===== config.mk =====
export PLATFORM = sky130hd
export DESIGN_NAME = tafl_top
export DESIGN_NICKNAME = d
export VERILOG_FILES = /design/src/logic/tafl_pkg.sv /design/src/logic/tafl_hyst_alarm.sv /design/src/logic/tafl_top.sv
export SDC_FILE = /design/constraint.sdc
export NUM_CORES = 1
export LEC_CHECK = 0
export ABC_AREA = 1
export BUFFER_PORTS_ARGS = -buffer_cell sky130_fd_sc_hd__buf_4
export CAP_MARGIN = 5
export CORE_MARGIN = 4
export CORE_UTILIZATION = 45
export CTS_CLUSTER_SIZE = 28
export DETAILED_ROUTE_END_ITERATION = 16
export GPL_ROUTABILITY_DRIVEN = 1
export HOLD_SLACK_MARGIN = 0.03
export PLACE_DENSITY = 0.67
export SLEW_MARGIN = 20
export SYNTH_ARGS = -nofsm -noshare
export SYNTH_HDL_FRONTEND = slang
export SYNTH_SLANG_ARGS = --single-unit
export TNS_END_PERCENT = 5

===== constraint.sdc =====
create_clock -name clk -period 3.75 [get_ports clk]
set_input_delay 0.5625 -clock clk [delete_from_list [all_inputs] [get_ports clk]]
set_output_delay 0.5625 -clock clk [all_outputs]
set_load 0.01 [all_outputs]

===== src/logic/tafl_pkg.sv =====
// Constants, field positions and reset values of the temperature alarm and fault logic.
// Assumes one 40 MHz clock and conversion results delivered by an analog front end.
// Functional notes
// - Low byte holds fraction in upper nibble, sixteenth steps; lower nibble always zero.
// - Low-byte fraction format is identical in standard and extended range.
// - Extended range high byte is unsigned, one degree per count, zero means -64.
// - Standard range high byte is one degree per count, two's complement.
// - Beta current range is chosen automatically at the start of every conversion.
// - Diode fault during conversion keeps last remote result, still updates local, and sets status bit 2.
// - Alarm outputs only pull low, otherwise released, for wired-OR use.
// - Critical output asserts when local or remote exceeds its critical limit.
// - No software control masks or disables the critical output.
// - Critical output releases only once temperature falls below limit minus hysteresis; code already releases at limit minus hysteresis.
// - Critical hysteresis resets to ten degrees.
// - Configuration bit 5 selects warning (0, default) or second critical (1).
// - Second critical behaves like critical, using high limits, ignoring warning suppress.
// - Warning asserts when local or remote violates its high or low limit.
// - Warning asserts only after one to four consecutive violating conversions.
// - Warning also asserts on open remote diode when warning enabled.
// - Configuration bit 7 set keeps the warning output deasserted.
// - Warning releases on address read only if cause gone and status cleared.
// - Standard range clamps below zero to 00h and above 127 to 7Fh.
// - Range bit 2 change takes effect from the next conversion.
package tafl_pkg;
  // ----------------------------------------------------------------
  // Configuration and status fields
  // ----------------------------------------------------------------
  localparam int CFG_RANGE_BIT = 2;
  localparam int CFG_PINSEL_BIT = 5;
  localparam int CFG_SUPPRESS_BIT = 7;
  localparam int STAT_OPEN_BIT = 2;
  localparam int STAT_RLOW_BIT = 3;
  localparam int STAT_RHIGH_BIT = 4;
  localparam int STAT_LLOW_BIT = 5;
  localparam int STAT_LHIGH_BIT = 6;
  // ----------------------------------------------------------------
  // Data format
  // ----------------------------------------------------------------
  localparam logic signed [9:0] EXT_OFFSET = 10'sh040;
  localparam logic signed [9:0] STD_MAX = 10'sh07f;
  localparam logic signed [9:0] EXT_MAX = 10'sh0bf;
  localparam logic signed [9:0] EXT_MIN = -10'sh040;
  localparam logic [3:0] LOW_NIBBLE_ZERO = 4'h0;
  localparam logic [7:0] HYST_RESET = 8'h0a;
  localparam logic [1:0] CONSEC_RESET = 2'h0;
  // ----------------------------------------------------------------
  // Beta ranging
  // ----------------------------------------------------------------
  localparam int BETA_RANGE_W = 3;
  localparam int BETA_SETTLE_NS = 100;
  localparam int CLK_PERIOD_NS = 25;
  localparam int BETA_SETTLE_CYC = (BETA_SETTLE_NS + CLK_PERIOD_NS - 1) / CLK_PERIOD_NS;
  localparam logic [BETA_RANGE_W-1:0] BETA_RANGE_MAX = 3'h7;
  typedef enum logic [1:0] {TAFL_IDLE, TAFL_RANGING, TAFL_CONVERT} tafl_state_t;
endpackage


===== src/logic/tafl_hyst_alarm.sv =====
// Over-limit comparator with release hysteresis for one alarm on both channels.
// Assumes temperatures are signed whole degrees sampled on the conversion update strobe.
`timescale 1ns/10ps
module tafl_hyst_alarm (
  // Clock and reset
  input wire logic clk,
  input wire logic sys_rst,
  // Update strobe and inputs
  input wire logic update,
  input wire logic signed [9:0] local_temp,
  input wire logic signed [9:0] remote_temp,
  input wire logic signed [9:0] local_limit,
  input wire logic signed [9:0] remote_limit,
  input wire logic [7:0] hyst,
  // Alarm level, high while active
  output logic active
);
  typedef struct packed {
    logic active;
  } tafl_ha_state_t;
  tafl_ha_state_t st_r, st_nxt;
  logic signed [9:0] hyst_s;
  logic over, under_rel;
  always_comb begin
    st_nxt = st_r;
    hyst_s = $signed({2'b00, hyst});
    over = (local_temp > local_limit) || (remote_temp > remote_limit);
    // Release needs both channels back at or below their limit minus hysteresis
    under_rel = (local_temp <= (local_limit - hyst_s)) && (remote_temp <= (remote_limit - hyst_s));
    if (update) begin
      if (over) begin
        st_nxt.active = 1'b1;
      end else if (under_rel) begin
        st_nxt.active = 1'b0;
      end
    end
  end
  always_ff @(posedge clk or posedge sys_rst) begin
    if (sys_rst) begin
      st_r <= '0;
    end else begin
      st_r <= st_nxt;
    end
  end
  assign active = st_r.active;
endmodule // tafl_hyst_alarm


===== src/logic/tafl_top.sv =====
// Alarm, data formatting, beta ranging and diode fault logic of a two-channel sensor.
// Assumes the front end gives signed results in sixteenths of a degree with a done strobe.
`timescale 1ns/10ps
module tafl_top (
  // Clock and reset
  input wire logic clk,
  input wire logic sys_rst,
  // Conversion control from the timing engine
  input wire logic conv_start,
  input wire logic conv_done,
  input wire logic signed [13:0] local_raw,
  input wire logic signed [13:0] remote_raw,
  // Analog front end status
  input wire logic diode_fault_cmp,
  input wire logic beta_too_low,
  // Configuration
  input wire logic [7:0] config_byte,
  input wire logic [7:0] crit_hyst,
  input wire logic hyst_wr,
  input wire logic [1:0] consec_count,
  input wire logic [7:0] local_high_limit,
  input wire logic [7:0] local_low_limit,
  input wire logic [7:0] remote_high_limit,
  input wire logic [7:0] remote_low_limit,
  input wire logic [7:0] local_crit_limit,
  input wire logic [7:0] remote_crit_limit,
  // Host events
  input wire logic status_read,
  input wire logic address_read,
  // Results
  output logic [7:0] local_high_byte,
  output logic [7:0] local_low_byte,
  output logic [7:0] remote_high_byte,
  output logic [7:0] remote_low_byte,
  output logic [7:0] status_byte,
  output logic [2:0] beta_range,
  output logic range_ext_active,
  // Open-drain alarm pins
  output logic critical_temp_out_o,
  output logic critical_temp_out_oe,
  output logic shared_warning_pin_o,
  output logic shared_warning_pin_oe
);
  // ----------------------------------------------------------------
  // State
  // ----------------------------------------------------------------
  typedef struct packed {
    tafl_pkg::tafl_state_t fsm;
    logic [3:0] settle;
    logic [2:0] beta;
    logic ext;
    logic fault_seen;
    logic [7:0] hyst;
    logic signed [13:0] loc;
    logic signed [13:0] rem;
    logic [7:0] status;
    logic [2:0] viol_cnt;
    logic warn;
    logic upd;
    logic crit_oe;
    logic sh_oe;
    logic [7:0] lhb, llb, rhb, rlb;
  } tafl_top_state_t;
  tafl_top_state_t st_r, st_nxt;

  logic crit_act, hi_act;
  logic signed [9:0] loc_deg, rem_deg;
  logic signed [9:0] lhl, lll, rhl, rll, lcl, rcl;
  logic lh_v, ll_v, rh_v, rl_v, any_viol, warn_cause;
  logic [7:0] ev;

  // Limits are read in the active range format
  function automatic logic signed [9:0] lim_deg(input logic [7:0] v, input logic ext);
    if (ext) begin
      lim_deg = $signed({2'b00, v}) - tafl_pkg::EXT_OFFSET;
    end else begin
      lim_deg = {{2{v[7]}}, v};
    end
  endfunction

  // Format one result into high and low bytes
  function automatic logic [15:0] fmt(input logic signed [13:0] raw, input logic ext);
    logic signed [9:0] deg;
    logic signed [9:0] v;
    deg = raw[13:4];
    v = deg;
    if (ext) begin
      if (v < tafl_pkg::EXT_MIN) v = tafl_pkg::EXT_MIN;
      // Extended code tops out at ff, which is the highest whole degree the offset format can carry
      if (v > tafl_pkg::EXT_MAX) v = tafl_pkg::EXT_MAX;
      v = v + tafl_pkg::EXT_OFFSET;
    end else begin
      if (v < 10'sh000) v = 10'sh000;
      if (v > tafl_pkg::STD_MAX) v = tafl_pkg::STD_MAX;
    end
    // Same fraction layout in either range
    fmt = {v[7:0], raw[3:0], tafl_pkg::LOW_NIBBLE_ZERO};
  endfunction

  always_comb begin
    loc_deg = st_r.loc[13:4];
    rem_deg = st_r.rem[13:4];
    lhl = lim_deg(local_high_limit, st_r.ext);
    lll = lim_deg(local_low_limit, st_r.ext);
    rhl = lim_deg(remote_high_limit, st_r.ext);
    rll = lim_deg(remote_low_limit, st_r.ext);
    lcl = lim_deg(local_crit_limit, st_r.ext);
    rcl = lim_deg(remote_crit_limit, st_r.ext);
    lh_v = loc_deg > lhl;
    ll_v = loc_deg < lll;
    rh_v = rem_deg > rhl;
    rl_v = rem_deg < rll;
    any_viol = lh_v || ll_v || rh_v || rl_v;
  end

  // ----------------------------------------------------------------
  // Hysteresis alarms
  // ----------------------------------------------------------------
  tafl_hyst_alarm u_crit (
    .clk(clk),
    .sys_rst(sys_rst),
    .update(st_r.upd),
    .local_temp(loc_deg),
    .remote_temp(rem_deg),
    .local_limit(lcl),
    .remote_limit(rcl),
    .hyst(st_r.hyst),
    .active(crit_act)
  );
  tafl_hyst_alarm u_hi (
    .clk(clk),
    .sys_rst(sys_rst),
    .update(st_r.upd),
    .local_temp(loc_deg),
    .remote_temp(rem_deg),
    .local_limit(lhl),
    .remote_limit(rhl),
    .hyst(st_r.hyst),
    .active(hi_act)
  );

  // ----------------------------------------------------------------
  // Next state
  // ----------------------------------------------------------------
  always_comb begin
    st_nxt = st_r;
    st_nxt.upd = 1'b0;
    ev = '0;
    if (hyst_wr) begin
      st_nxt.hyst = crit_hyst;
    end
    unique case (st_r.fsm)
      tafl_pkg::TAFL_IDLE: begin
        if (conv_start) begin
          // Range and beta step are chosen afresh for each conversion
          st_nxt.ext = config_byte[tafl_pkg::CFG_RANGE_BIT];
          st_nxt.beta = '0;
          st_nxt.settle = '0;
          st_nxt.fault_seen = 1'b0;
          st_nxt.fsm = tafl_pkg::TAFL_RANGING;
        end
      end
      tafl_pkg::TAFL_RANGING: begin
        if (diode_fault_cmp) st_nxt.fault_seen = 1'b1;
        if (st_r.settle < 4'(tafl_pkg::BETA_SETTLE_CYC - 1)) begin
          st_nxt.settle = st_r.settle + 4'h1;
        end else if (beta_too_low && st_r.beta != tafl_pkg::BETA_RANGE_MAX) begin
          // Step the collector current range until the front end is satisfied or range 7 is reached
          st_nxt.beta = st_r.beta + 3'h1;
          st_nxt.settle = '0;
        end else begin
          st_nxt.fsm = tafl_pkg::TAFL_CONVERT;
        end
      end
      tafl_pkg::TAFL_CONVERT: begin
        if (diode_fault_cmp) st_nxt.fault_seen = 1'b1;
        if (conv_done) begin
          if (!(st_r.fault_seen || diode_fault_cmp)) begin
            st_nxt.loc = local_raw;
            st_nxt.rem = remote_raw;
          end else begin
            // Keep the last good result; only the local channel is independent of the diode
            st_nxt.loc = local_raw;
            ev[tafl_pkg::STAT_OPEN_BIT] = 1'b1;
          end
          st_nxt.upd = 1'b1;
          st_nxt.fsm = tafl_pkg::TAFL_IDLE;
        end
      end
    endcase

    // Limit flags and filter act on the values stored last conversion
    if (st_r.upd) begin
      ev[tafl_pkg::STAT_LHIGH_BIT] = lh_v;
      ev[tafl_pkg::STAT_LLOW_BIT] = ll_v;
      ev[tafl_pkg::STAT_RHIGH_BIT] = rh_v;
      ev[tafl_pkg::STAT_RLOW_BIT] = rl_v;
      if (any_viol) begin
        if (st_r.viol_cnt <= {1'b0, consec_count}) st_nxt.viol_cnt = st_r.viol_cnt + 3'h1;
      end else begin
        st_nxt.viol_cnt = '0;
      end
      {st_nxt.lhb, st_nxt.llb} = fmt(st_r.loc, st_r.ext);
      {st_nxt.rhb, st_nxt.rlb} = fmt(st_r.rem, st_r.ext);
    end

    // A new event wins over a status read in the same cycle
    if (status_read) begin
      st_nxt.status = ev;
    end else begin
      st_nxt.status = st_r.status | ev;
    end

    warn_cause = (st_r.viol_cnt > {1'b0, consec_count}) || st_r.status[tafl_pkg::STAT_OPEN_BIT];
    if (config_byte[tafl_pkg::CFG_SUPPRESS_BIT]) begin
      st_nxt.warn = 1'b0;
    end else if (warn_cause) begin
      st_nxt.warn = 1'b1;
    end else if (address_read && st_r.status == 8'h00) begin
      st_nxt.warn = 1'b0;
    end

    // Critical output has no mask input at all
    st_nxt.crit_oe = crit_act;
    if (config_byte[tafl_pkg::CFG_PINSEL_BIT]) begin
      st_nxt.sh_oe = hi_act;
    end else begin
      st_nxt.sh_oe = st_r.warn;
    end
  end

  always_ff @(posedge clk or posedge sys_rst) begin
    if (sys_rst) begin
      st_r <= '0;
      st_r.fsm <= tafl_pkg::TAFL_IDLE;
      st_r.hyst <= tafl_pkg::HYST_RESET;
    end else begin
      st_r <= st_nxt;
    end
  end

  // ----------------------------------------------------------------
  // Outputs
  // ----------------------------------------------------------------
  assign local_high_byte = st_r.lhb;
  assign local_low_byte = st_r.llb;
  assign remote_high_byte = st_r.rhb;
  assign remote_low_byte = st_r.rlb;
  assign status_byte = st_r.status;
  assign beta_range = st_r.beta;
  assign range_ext_active = st_r.ext;
  // Pins only ever drive low
  assign critical_temp_out_o = 1'b0;
  assign critical_temp_out_oe = st_r.crit_oe;
  assign shared_warning_pin_o = 1'b0;
  assign shared_warning_pin_oe = st_r.sh_oe;
endmodule // tafl_top


Word level (Yosys, flattened, before mapping)
Cells that the tools add are included.
- register bits: 88
- bits of input ports: 103
- output and inout port bits: 48
- word-level logic and storage cells: 153
- add/sub/neg operators: 15
- magnitude comparators: 21
- equal/unequal tests: 11
- multiplexer cells: 56
- bitwise logic cells: 2
- reductions and logical operators: 28
- operator list (operator ; count):
    $mux 10 ; 18
    $mux 8 ; 11
    $sub 8x7->9 const B ; 6
    $gt 10x10->1 ; 4
    $le 10x10->1 ; 4
    $sub 10x9->10 ; 4
    $gt 10x8->1 const B ; 2
    $gt 10x9->1 const B ; 2
    $lt 10x1->1 const B ; 2
    $lt 10x10->1 ; 2
    $lt 10x7->1 const B ; 2
    $add 8x8->8 const B ; 2
    $mux 1 ; 14
    $pmux 7 s2 ; 1
    $reduce_and 2->1 ; 6
    $mux 11 ; 1
    $ne 2x2->1 const B ; 5
    $mux 3 ; 3
    $logic_not 8->1 ; 1
    $mux 4 ; 2
    $or 8x7->8 ; 1
    $reduce_and 4->1 ; 2
    $logic_or 1x1->1 ; 7
    $mux 7 ; 1
    19 further kinds ; 30

Logic depth before layout (Yosys ltp)
Gate-level depths: netlist of the first run.
- depth after elaboration: 10
- mapped depth: 20
- gate-level depth less buffers: 20

Cells and area by module
Synthesis of the first run repeated with hierarchy kept, for this count alone.
- cells, all modules: 1300
- area total of the unflattened synthesis: 9397.8 µm²
- modules (own cells, without submodules) (module ; times used ; cells each ; area an instance (µm²) ; seq. area each (µm²)):
    tafl_top ; 1 ; 695 ; 5549.1 ; 2079.5
    tafl_hyst_alarm (u_crit) ; 1 ; 305 ; 1941.9 ; 25.0
    tafl_hyst_alarm (u_hi) ; 1 ; 300 ; 1906.8 ; 25.0

Least setup slack after synthesis of the first run
OpenSTA, ideal clock, no wires.
- path kind: reg2reg
- start point: register st_r, in the netlist range_ext_active
- end point: register u_hi.st_r (netlist: u_hi.active)
- setup time: 116 ps
- arrival time: 2837 ps
- data required time: 3634 ps
- slack: 797 ps
- stages on the path, launching flop included: 19
- path buffers: 2
- clock period less this slack: 2953 ps
- cell sequence: dfrtp_1 buf_2 buf_2 xnor2_1 inv_1 ha_1 inv_1 o311ai_1 xnor2_1 ha_1 nand2_1 nor2_1 a21boi_0 o21ai_0 nand2_1 a21oi_1 nand2_1 nand2_1 nand2_1
- longest elaborated chain between the ends: 6
- elaborated cells on any way between the ends: 13
- those cells by class: add/sub (2); order compare (4); mux (3); reduce/logical (4)
- RTL lines (element ; RTL line ; source):
    from (decl) ; tafl_top.sv:64 ; tafl_top_state_t st_r, st_nxt;
    from (signal assigned) ; tafl_top.sv:238 ; st_r <= st_nxt;
    $mux 10 ; tafl_top.sv:74 ; if (ext) begin
    $sub 10x9->10 ; tafl_hyst_alarm.sv:29 ; under_rel = (local_temp <= (local_limit - hyst_s)) && (remote_temp <= (remote_limit - hyst_s));
    $le 10x10->1 ; tafl_hyst_alarm.sv:29 ;
    $logic_and 1x1->1 ; tafl_hyst_alarm.sv:29 ;
    $reduce_bool 2->1 (no source line) ; - ;
    $reduce_and 2->1 (no source line) ; - ;
    to (signal assigned) ; tafl_hyst_alarm.sv:42 ; st_r <= st_nxt;
    to (decl) ; tafl_hyst_alarm.sv:21 ; tafl_ha_state_t st_r, st_nxt;
Several ways; a longest one is shown, not always the timed one.
A chain may end at the register's enable or synchronous reset.

Worst setup path in the final report of the first run
- start point: register st_r[76] (netlist name)
- end point: register u_crit.st_r (netlist: u_crit.active)
- longest elaborated chain between the ends: 5
- elaborated cells on any way between the ends: 7
- those cells by class: add/sub (2); order compare (2); reduce/logical (3)
- RTL lines (element ; RTL line):
    $sub 10x9->10 ; tafl_hyst_alarm.sv:29
    $le 10x10->1 ; tafl_hyst_alarm.sv:29
    $logic_and 1x1->1 * ; tafl_hyst_alarm.sv:29
    $reduce_bool 2->1 (no source line) * ; -
    $reduce_and 2->1 (no source line) * ; -
    to (signal assigned) ; tafl_hyst_alarm.sv:42
    to (decl) ; tafl_hyst_alarm.sv:21
Every way passes the cells marked *; elsewhere a longest branch is shown, timed or not.

==> results.md, run 1 <==
- Post-synthesis xor/xnor area fraction: 0.0398
- Global Route Usage Sum: 0.202
- Sequential-to-total area share from yosys stat: 0.261
- Worst Skew: 0.0116 ns
- Placed Instances: 1419
- DR WL/cell: 14.1 um
- Final net count: 1459
- Worst setup margin: 0.612 ns
- CP Capture Type: flip-flop
- Height of the die: 143 um
- RSZ-0062 raised after global routing: false
- Synth Area per Inst: 7.39 um2
- Relative slew slack: 0.484
- Reg2Reg Depth: 19
- Hold_ws: 0.325 ns
- Startpoint types: flip-flop
- Synth Area in Compound Gates: 0.122
- CTS tree: yes
- Resized Gates After CTS: 0
- H-tree levels: 3
- Max Slew Vio Count: 0
- Logic gate share of total power: 0.609
- Fin crit share: 0.837
- Rows: 48
- Die ar.: 20300 um2
- Post-DP HPWL: 16600 um
- Vias per cell: 4.95
- Synth Warn #: 0
- First-pass GRT wire length: 33100 um
- Fraction of synthesized area in multiplexers: 0.0138
- Yosys top cell by area: dfrtp_1
- DRT Wirelength: 20200 um
- Post-synth ARST share: 1.00
- Post-route DRC violation count: 0
- I/O pins: 151
- Post-synth top area share: 0.255
- Worst-Margin Slew: 0.772 ns
- Max-cap violation count: 0
- Initial antenna violation count: 0
- Setup_tns: 0 ns
- Area Growth Syn to Fin: 15.7%
- Sw frac: 0.480
- Flop pwr share: 0.256
- Adder-cell area share of the yosys netlist: 0.236
- Dpl ws: 0.581 ns
- Hold_buf cts: 0
- Fin crit period: 3.14 ns
- Setup Viol. Count Final: 0
- CTS root buf: clkbuf_16
- Post-synthesis simple-gate area fraction: 0.199
- Clock Path Buffers: 2
- Post-place instance area: 9120 um2
- Pwr Total: 6.96 mW
- Fin. Hold Viols: 0
- Largest family of logic cells by synthesized area: adder cells
- Post-CTS Setup Bufs: 0
- Mapped Cells: 1102
- DR vias: 7098
- Crit Path Category: flip-flop to flip-flop
- Pint: 3.62 mW
- FMAX: 319 MHz
- CTS buffer count: 9
- Global route overflow: 0
- Die width: 143 um
- Clk network pwr share: 0.135
- Register bit total from synthesis: 85
- Top cells by area, synth: dfrtp_1 25%, ha_1 23%, nand2_1 12%, inv_1 7.7%, a21oi_1 4.7%
- Core area: 17500 um2
- Remaining antenna violation count: 0
- Clk_lat worst skew: 0.34 ns
- Pre-antenna DRT Iters: 5
- Post-route insts no fill: 1435
- Largest net degree at the start of global routing: 45
- DR iter-0 viols: 384
- Synth Cell Area: 8150 um2
- Main flop type after synthesis: dfrtp_1
- HP Class: primary input to async pin
- Starting Density: 0.465
- Max VDD drop: 346 uV
- Post-Layout Inst Area: 9430 um2
- Pleak: 5.32 nW
- Psw: 3.34 mW
- CTS Sinks: 85
- Power Dens Cells: 738 nW/um2
- Run status: completed
- Fraction of layout cells with a size suffix above 1: 0.149
- Crit Path Max Fanout: 5
- Critical Path RT: 3.98 ns
- Global placement routability congestion: 0.833
- Antenna cells: 0
- Worst EP arrival: 3.37 ns
- Final core occ: 0.538
- Synth cell types: 44
- Clk slew on worst S/H paths: 0.07 ns
- Vias in the first global route: 6877
- PortBufs: 132
- Post-synth EDFFs: 0
==> cell usage after synthesis, types with 18 or more instances <==
master,n
o21ai_1,33
nand2_1,262
buf_4,45
xnor2_1,18
dfrtp_1,83
a21oi_1,77
o21ai_0,47
inv_1,168
xor2_1,19
ha_1,147
nor2_1,84
nand3_1,25
==> logic make-up after synthesis <==
logic type | Yosys count
AOI/OAI and AO/OA | 185
xor gates and xnor gates | 37
adders and majority gates | 151
buffers and inverters | 232
DFF | 85
muxes | 10
other | 1
and+or+nand+nor | 401
==> sequential cells by signal, summed over array words and instances (netlist names) <==
name and count:
st_r 28, loc_deg 10, rem_deg 10, local_high_byte 8
remote_high_byte 8, status_byte 5, local_low_byte 4, remote_low_byte 4
beta_range 3, critical_temp_out_oe 1, range_ext_active 1, shared_warning_pin_oe 1
u_crit.active 1, u_hi.active 1
==> cells in the final DEF (no fill, tap or decap), types with 3 or more instances in the layout <==
cell type  instances
nor2_1            84
o21ai_0           47
nor3_1             4
buf_4            137
o22ai_1            3
a21oi_1           77
inv_2              6
dfrtp_1           83
inv_6              3
ha_1             147
fa_1               4
nand3_1           25
mux2_2            10
o211ai_1           3
xnor2_1           18
o21a_1             3
clkbuf_16          9
a21o_1             3
nand2_1          262
xor2_1            19
conb_1            13
o21ai_1           33
nand4_1           14
inv_1            167
a31oi_1            5
==> cell type report <==
cell class,count,area (um2)
sequential,85,2130
inverter,175,658
tap,225,282
timing repair buffer,137,1030
multi-input combinational,797,5020
clock buffer,10,239
fill,1722,8110
clock inverter,6,75.1
==> final timing paths <==
kind                                           start                             end  slack [ns]
min reg2reg                u_crit.active$_DFFE_PP0P_  critical_temp_out_oe$_DFF_PP0_        0.39
min in group clk                      config_byte[7]            st_r[35]$_DFFE_PP0P_        0.37
min                                          sys_rst   local_low_byte[7]$_DFFE_PP0P_        0.33
max reg2reg                     st_r[76]$_DFFE_PP1P_       u_crit.active$_DFFE_PP0P_        0.61
max in group asynchronous                    sys_rst            st_r[76]$_DFFE_PP1P_        2.61
max                             st_r[76]$_DFFE_PP1P_       u_crit.active$_DFFE_PP0P_        0.61
==> power by group through the flow <==
| stage | Clock [mW] | Combinational, mW | Sequential (mW) |
|---|---|---|---|
| floorplan | 0 | 3.34 | 1.59 |
| global placement | 0 | 4.14 | 1.79 |
| detailed placement | 0 | 4.25 | 1.80 |
| CTS | 0.964 | 4.27 | 1.78 |
| global route | 0.996 | 4.98 | 1.84 |
| finish | 0.939 | 4.24 | 1.78 |
==> routing by layer <==
metal | vias to the layer above | wire length (um) | part of all wire | GRT usage
met1 | 3208 | 9510 | 0.47 | 0.274
met4 | 0 | 347 | 0.017 | 0.0565
met2 | 129 | 9490 | 0.47 | 0.340
met3 | 25 | 856 | 0.042 | 0.0269
li1 | 3736 | - | - | -
met5 | - | 0 | 0 | 0
==> critical path, cell delays in order, from the launching register on <==
cell and delay [ns]:
dfstp_2 0.64, inv_1 0.18, ha_1 0.31, nand2_1 0.07, o21ai_1 0.09, a31oi_1 0.24, nor2_1 0.07, o21ai_1 0.13
nand2_1 0.10, xnor2_1 0.13, ha_1 0.29, nand2_1 0.09, nor2_1 0.05, a21boi_0 0.11, o21ai_0 0.18, nand2_1 0.07
a21oi_1 0.12, nand2_1 0.06, nand2_1 0.05, nand2_1 0.04
No activity file was read; power rests on OpenSTA's default activity.
==> inputs of run 2 (changes only) <==
Settings changed: ABC_AREA 1 to 0, PLACE_DENSITY 0.67 to 0.69.
Clock period 3.75 ns to 2.68 ns, I/O delays scaled along.
==> run 2 against run 1 <==
  * The flow now finishes with violations (setup timing)
  * Flip-flop and latch count did not move
  * Worst hold slack worse by 0.14 ns
  * Clock power rose by 36%
  * Cell area is 12% higher
  * Sequential share of layout area is 2.4 points lower
  * Clock-buffer cell count fell by 1
  * Cell count down 4.7%
  * Non-clock buffer count is 133 higher
  * Register-to-register slack worse by 1.3 ns
  * Via count rose by 1.5%
  * Die area decreased by 1.1%
  * Setup slack worse by 1.3 ns
  * Critical path type unchanged
==> results.md, run 2 <==
- Pre-antenna DRT Iters: 4 (-1)
- Fin crit period: 3.34 ns (+0.200 ns)
- Yosys top cell by area: dfrtp_1
- Post-route insts no fill: 1368 (-4.7%)
- Pwr Total: 11.5 mW (+65%)
- Synth Cell Area: 8050 um2 (-1.2%)
- CTS Sinks: 85 (unchanged)
- Max-cap violation count: 0 (unchanged)
- CP Capture Type: flip-flop
- Startpoint types: flip-flop
- Post-Layout Inst Area: 10600 um2 (+12%)
- Run status: complete, but fails checks
- Sequential-to-total area share from yosys stat: 0.265 (+0.00317)
- Biggest register: st_r
- Post-DP HPWL: 17900 um (+7.7%)
- Global route overflow: 0 (unchanged)
- Worst-Margin Slew: 0.563 ns (-0.209 ns)
- CTS tree: yes
- Remaining antenna violation count: 0 (unchanged)
- H-tree levels: 3 (unchanged)
- Register bit total from synthesis: 85 (unchanged)
- CTS root buf: clkbuf_16
- Core area: 17400 um2 (-0.68%)
- Antenna cells: 0 (unchanged)
- Global Route Usage Sum: 0.222 (+0.0199)
- Max VDD drop: 621 uV (+80%)
- Clk slew on worst S/H paths: 0.07 ns (about the same)
- RSZ-0062 raised after global routing: true
- Post-route DRC violation count: 0 (unchanged)
- Max reg flops: 28 (unchanged)
- Height of the die: 142 um (-0.57%)
- Vias in the first global route: 7336 (+6.7%)
- Pleak: 5.38 nW (+1.2%)
- Routed wl met2: 11000 um (+16%)
- Die width: 142 um (-0.57%)
- Fraction of layout cells with a size suffix above 1: 0.331 (+0.182)
- Relative slew slack: 0.625 (+0.141)
- Critical Path RT: 2.90 ns (-1.08 ns)
- Most common library cell in the layout ignoring fill and taps: buf_4
- Area Growth Syn to Fin: 31.5%
- Power Dens Cells: 1080 nW/um2 (+47%)
- Final net count: 1392 (-4.6%)
- Max layer used: met4
- Synth Area per Inst: 8.89 um2 (+20%)
- Crit Path Category: flip-flop to flip-flop
- DR WL/cell: 16.3 um (+16%)
- FMAX: 300 MHz (-6.0%)
- Post-synth top area share: 0.258 (+0.00309)
- Setup Viol. Count Final: 6 (+6)
- Synth cell count leaders: 147 x ha_1, 112 x inv_1, 83 x dfrtp_1
- DR WL met3: 1020 um (+19%)
- Worst setup margin: -0.658 ns (-1.27 ns)
- Post-synth EDFFs: 0 (unchanged)
- Clock Path Buffers: 2 (unchanged)
- DR iter-0 viols: 337 (-12%)
- DRT Wirelength: 22400 um (+11%)
- Global placement routability congestion: 0.889 (+6.7%)
- Dpl ws: -0.792 ns (-1.37 ns)
- Fin. Hold Viols: 0 (unchanged)
- Clk_lat worst skew: 0.35 ns (about the same)
- CTS buffer count: 9 (unchanged)
- Hold_ws: 0.188 ns (-0.137 ns)
- Placed Instances: 1343 (-5.4%)
- Die ar.: 20100 um2 (-1.1%)
- Rows: 48 (unchanged)
- Initial antenna violation count: 0 (unchanged)
- Synth cell types: 57 (+30%)
- Worst Skew: 0.00925 ns (-0.00236 ns)
- Max Slew Vio Count: 0 (unchanged)
- Worst EP arrival: 3.56 ns (+0.19 ns)
- PortBufs: 132 (unchanged)
- Post-synth ARST share: 1.00 (unchanged)
- Starting Density: 0.462 (-0.00240)
- HP Class: primary input to flip-flop
- Synth Warn #: 0 (unchanged)
- Commonest non-fill, non-tap cells in the layout: 264 x buf_4, 140 x ha_1, 110 x inv_1
- Mapped Cells: 906 (-18%)
- Vias per cell: 5.27 (+6.5%)
- Failing checks: setup timing
- Main flop type after synthesis: dfrtp_1
- Most frequent cell after synthesis: ha_1
- I/O pins: 151 (unchanged)
- Final core occ: 0.608 (+0.0702)
- Top cells by area, synth: dfrtp_1 26%, ha_1 23%, inv_1 5.2%, mux2_2 5.2%, buf_4 4.2%
- First-pass GRT wire length: 35900 um (+8.5%)
- Fin crit share: 1.25 (+0.409)
- Largest net degree at the start of global routing: 51 (+13%)
- Metal-1 WL: 9970 um (+4.9%)
- DR vias: 7207 (+1.5%)
- Crit Path Max Fanout: 2 (-3)
- Post-place instance area: 9970 um2 (+9.4%)
- Setup_tns: -1.42 ns (-1.42 ns)
run 2: cell count changes after synthesis, sizes merged, moves of 10 or more:
cell,previous run,this run
a21oi,77,53
o21ai,80,60
o2bb2ai,0,10
nor3,4,19
nand2,264,53
nor2,87,48
mux2,10,37
nor2b,0,20
o31ai,1,13
inv,174,112
xor2,19,9
nand2b,0,20
nand3,26,10
run 2: where the power goes:
part	switching, mW	total [mW]	internal, mW
clock	0.615	1.28	0.662
sequential	0.478	2.29	1.81
combinational	3.94	7.92	3.98
total	5.03	11.5	6.45
run 2: metal layers:
metal | GRT usage | vias to the layer above
met2 | 0.383 | 153
met5 | 0 | -
met4 | 0.0520 | 0
met1 | 0.294 | 3404
met3 | 0.0334 | 28
li1 | - | 3622
run 2: cells by family after synthesis:
family	share of synthesized area
fa+ha+maj	0.238
simple gates	0.135
other cells	0.000466
buf+inv	0.102
flops	0.265
mux	0.0629
xor+xnor	0.0348
compound gates	0.162
run 2: layout make-up:
cell class,count,area (um2)
clock buffers,9,225
well taps,225,282
multi-input cells,660,5380
inverters,112,422
clock inverters,7,75.1
fillers,1557,6830
flip-flops and latches,85,2130
repair buffers,270,2070
run 2: worst paths after layout:
path,depth (start not counted),start,slack (ns),end
max,15,st_r[76]$_DFFE_PP1P_,-0.66,u_crit.active$_DFFE_PP0P_
min,2,config_byte[7],0.19,st_r[35]$_DFFE_PP0P_
max reg2reg,15,st_r[76]$_DFFE_PP1P_,-0.66,u_crit.active$_DFFE_PP0P_
min reg2reg,2,st_r[89]$_DFFE_PP0P_,0.48,st_r[89]$_DFFE_PP0P_
max in group asynchronous,4,sys_rst,1.60,st_r[93]$_DFFE_PP0P_
min in group asynchronous,3,sys_rst,0.50,remote_low_byte[4]$_DFFE_PP0P_
run 2: worst max-delay path, stage by stage, from the launching register on:
cell and delay, ns:
dfstp_2 0.54, inv_2 0.04, buf_6 0.12, ha_4 0.20
nor2b_4 0.12, o21ai_2 0.16, a21oi_2 0.09, o21ai_2 0.17
a21oi_2 0.09, a22o_1 0.24, ha_4 0.27, nand2_2 0.04
or4_4 0.50, a2111oi_4 0.19, a21oi_1 0.09, or3_1 0.35
run 2: timing repair:
action	4_1_cts	5_1_grt
endpoints found under the hold margin	6	0
setup endpoints to repair	7	7
setup buffers	5	4
pin swaps	14	31
gates cloned	0	0
hold buffers	1	0
resized for setup	30	39
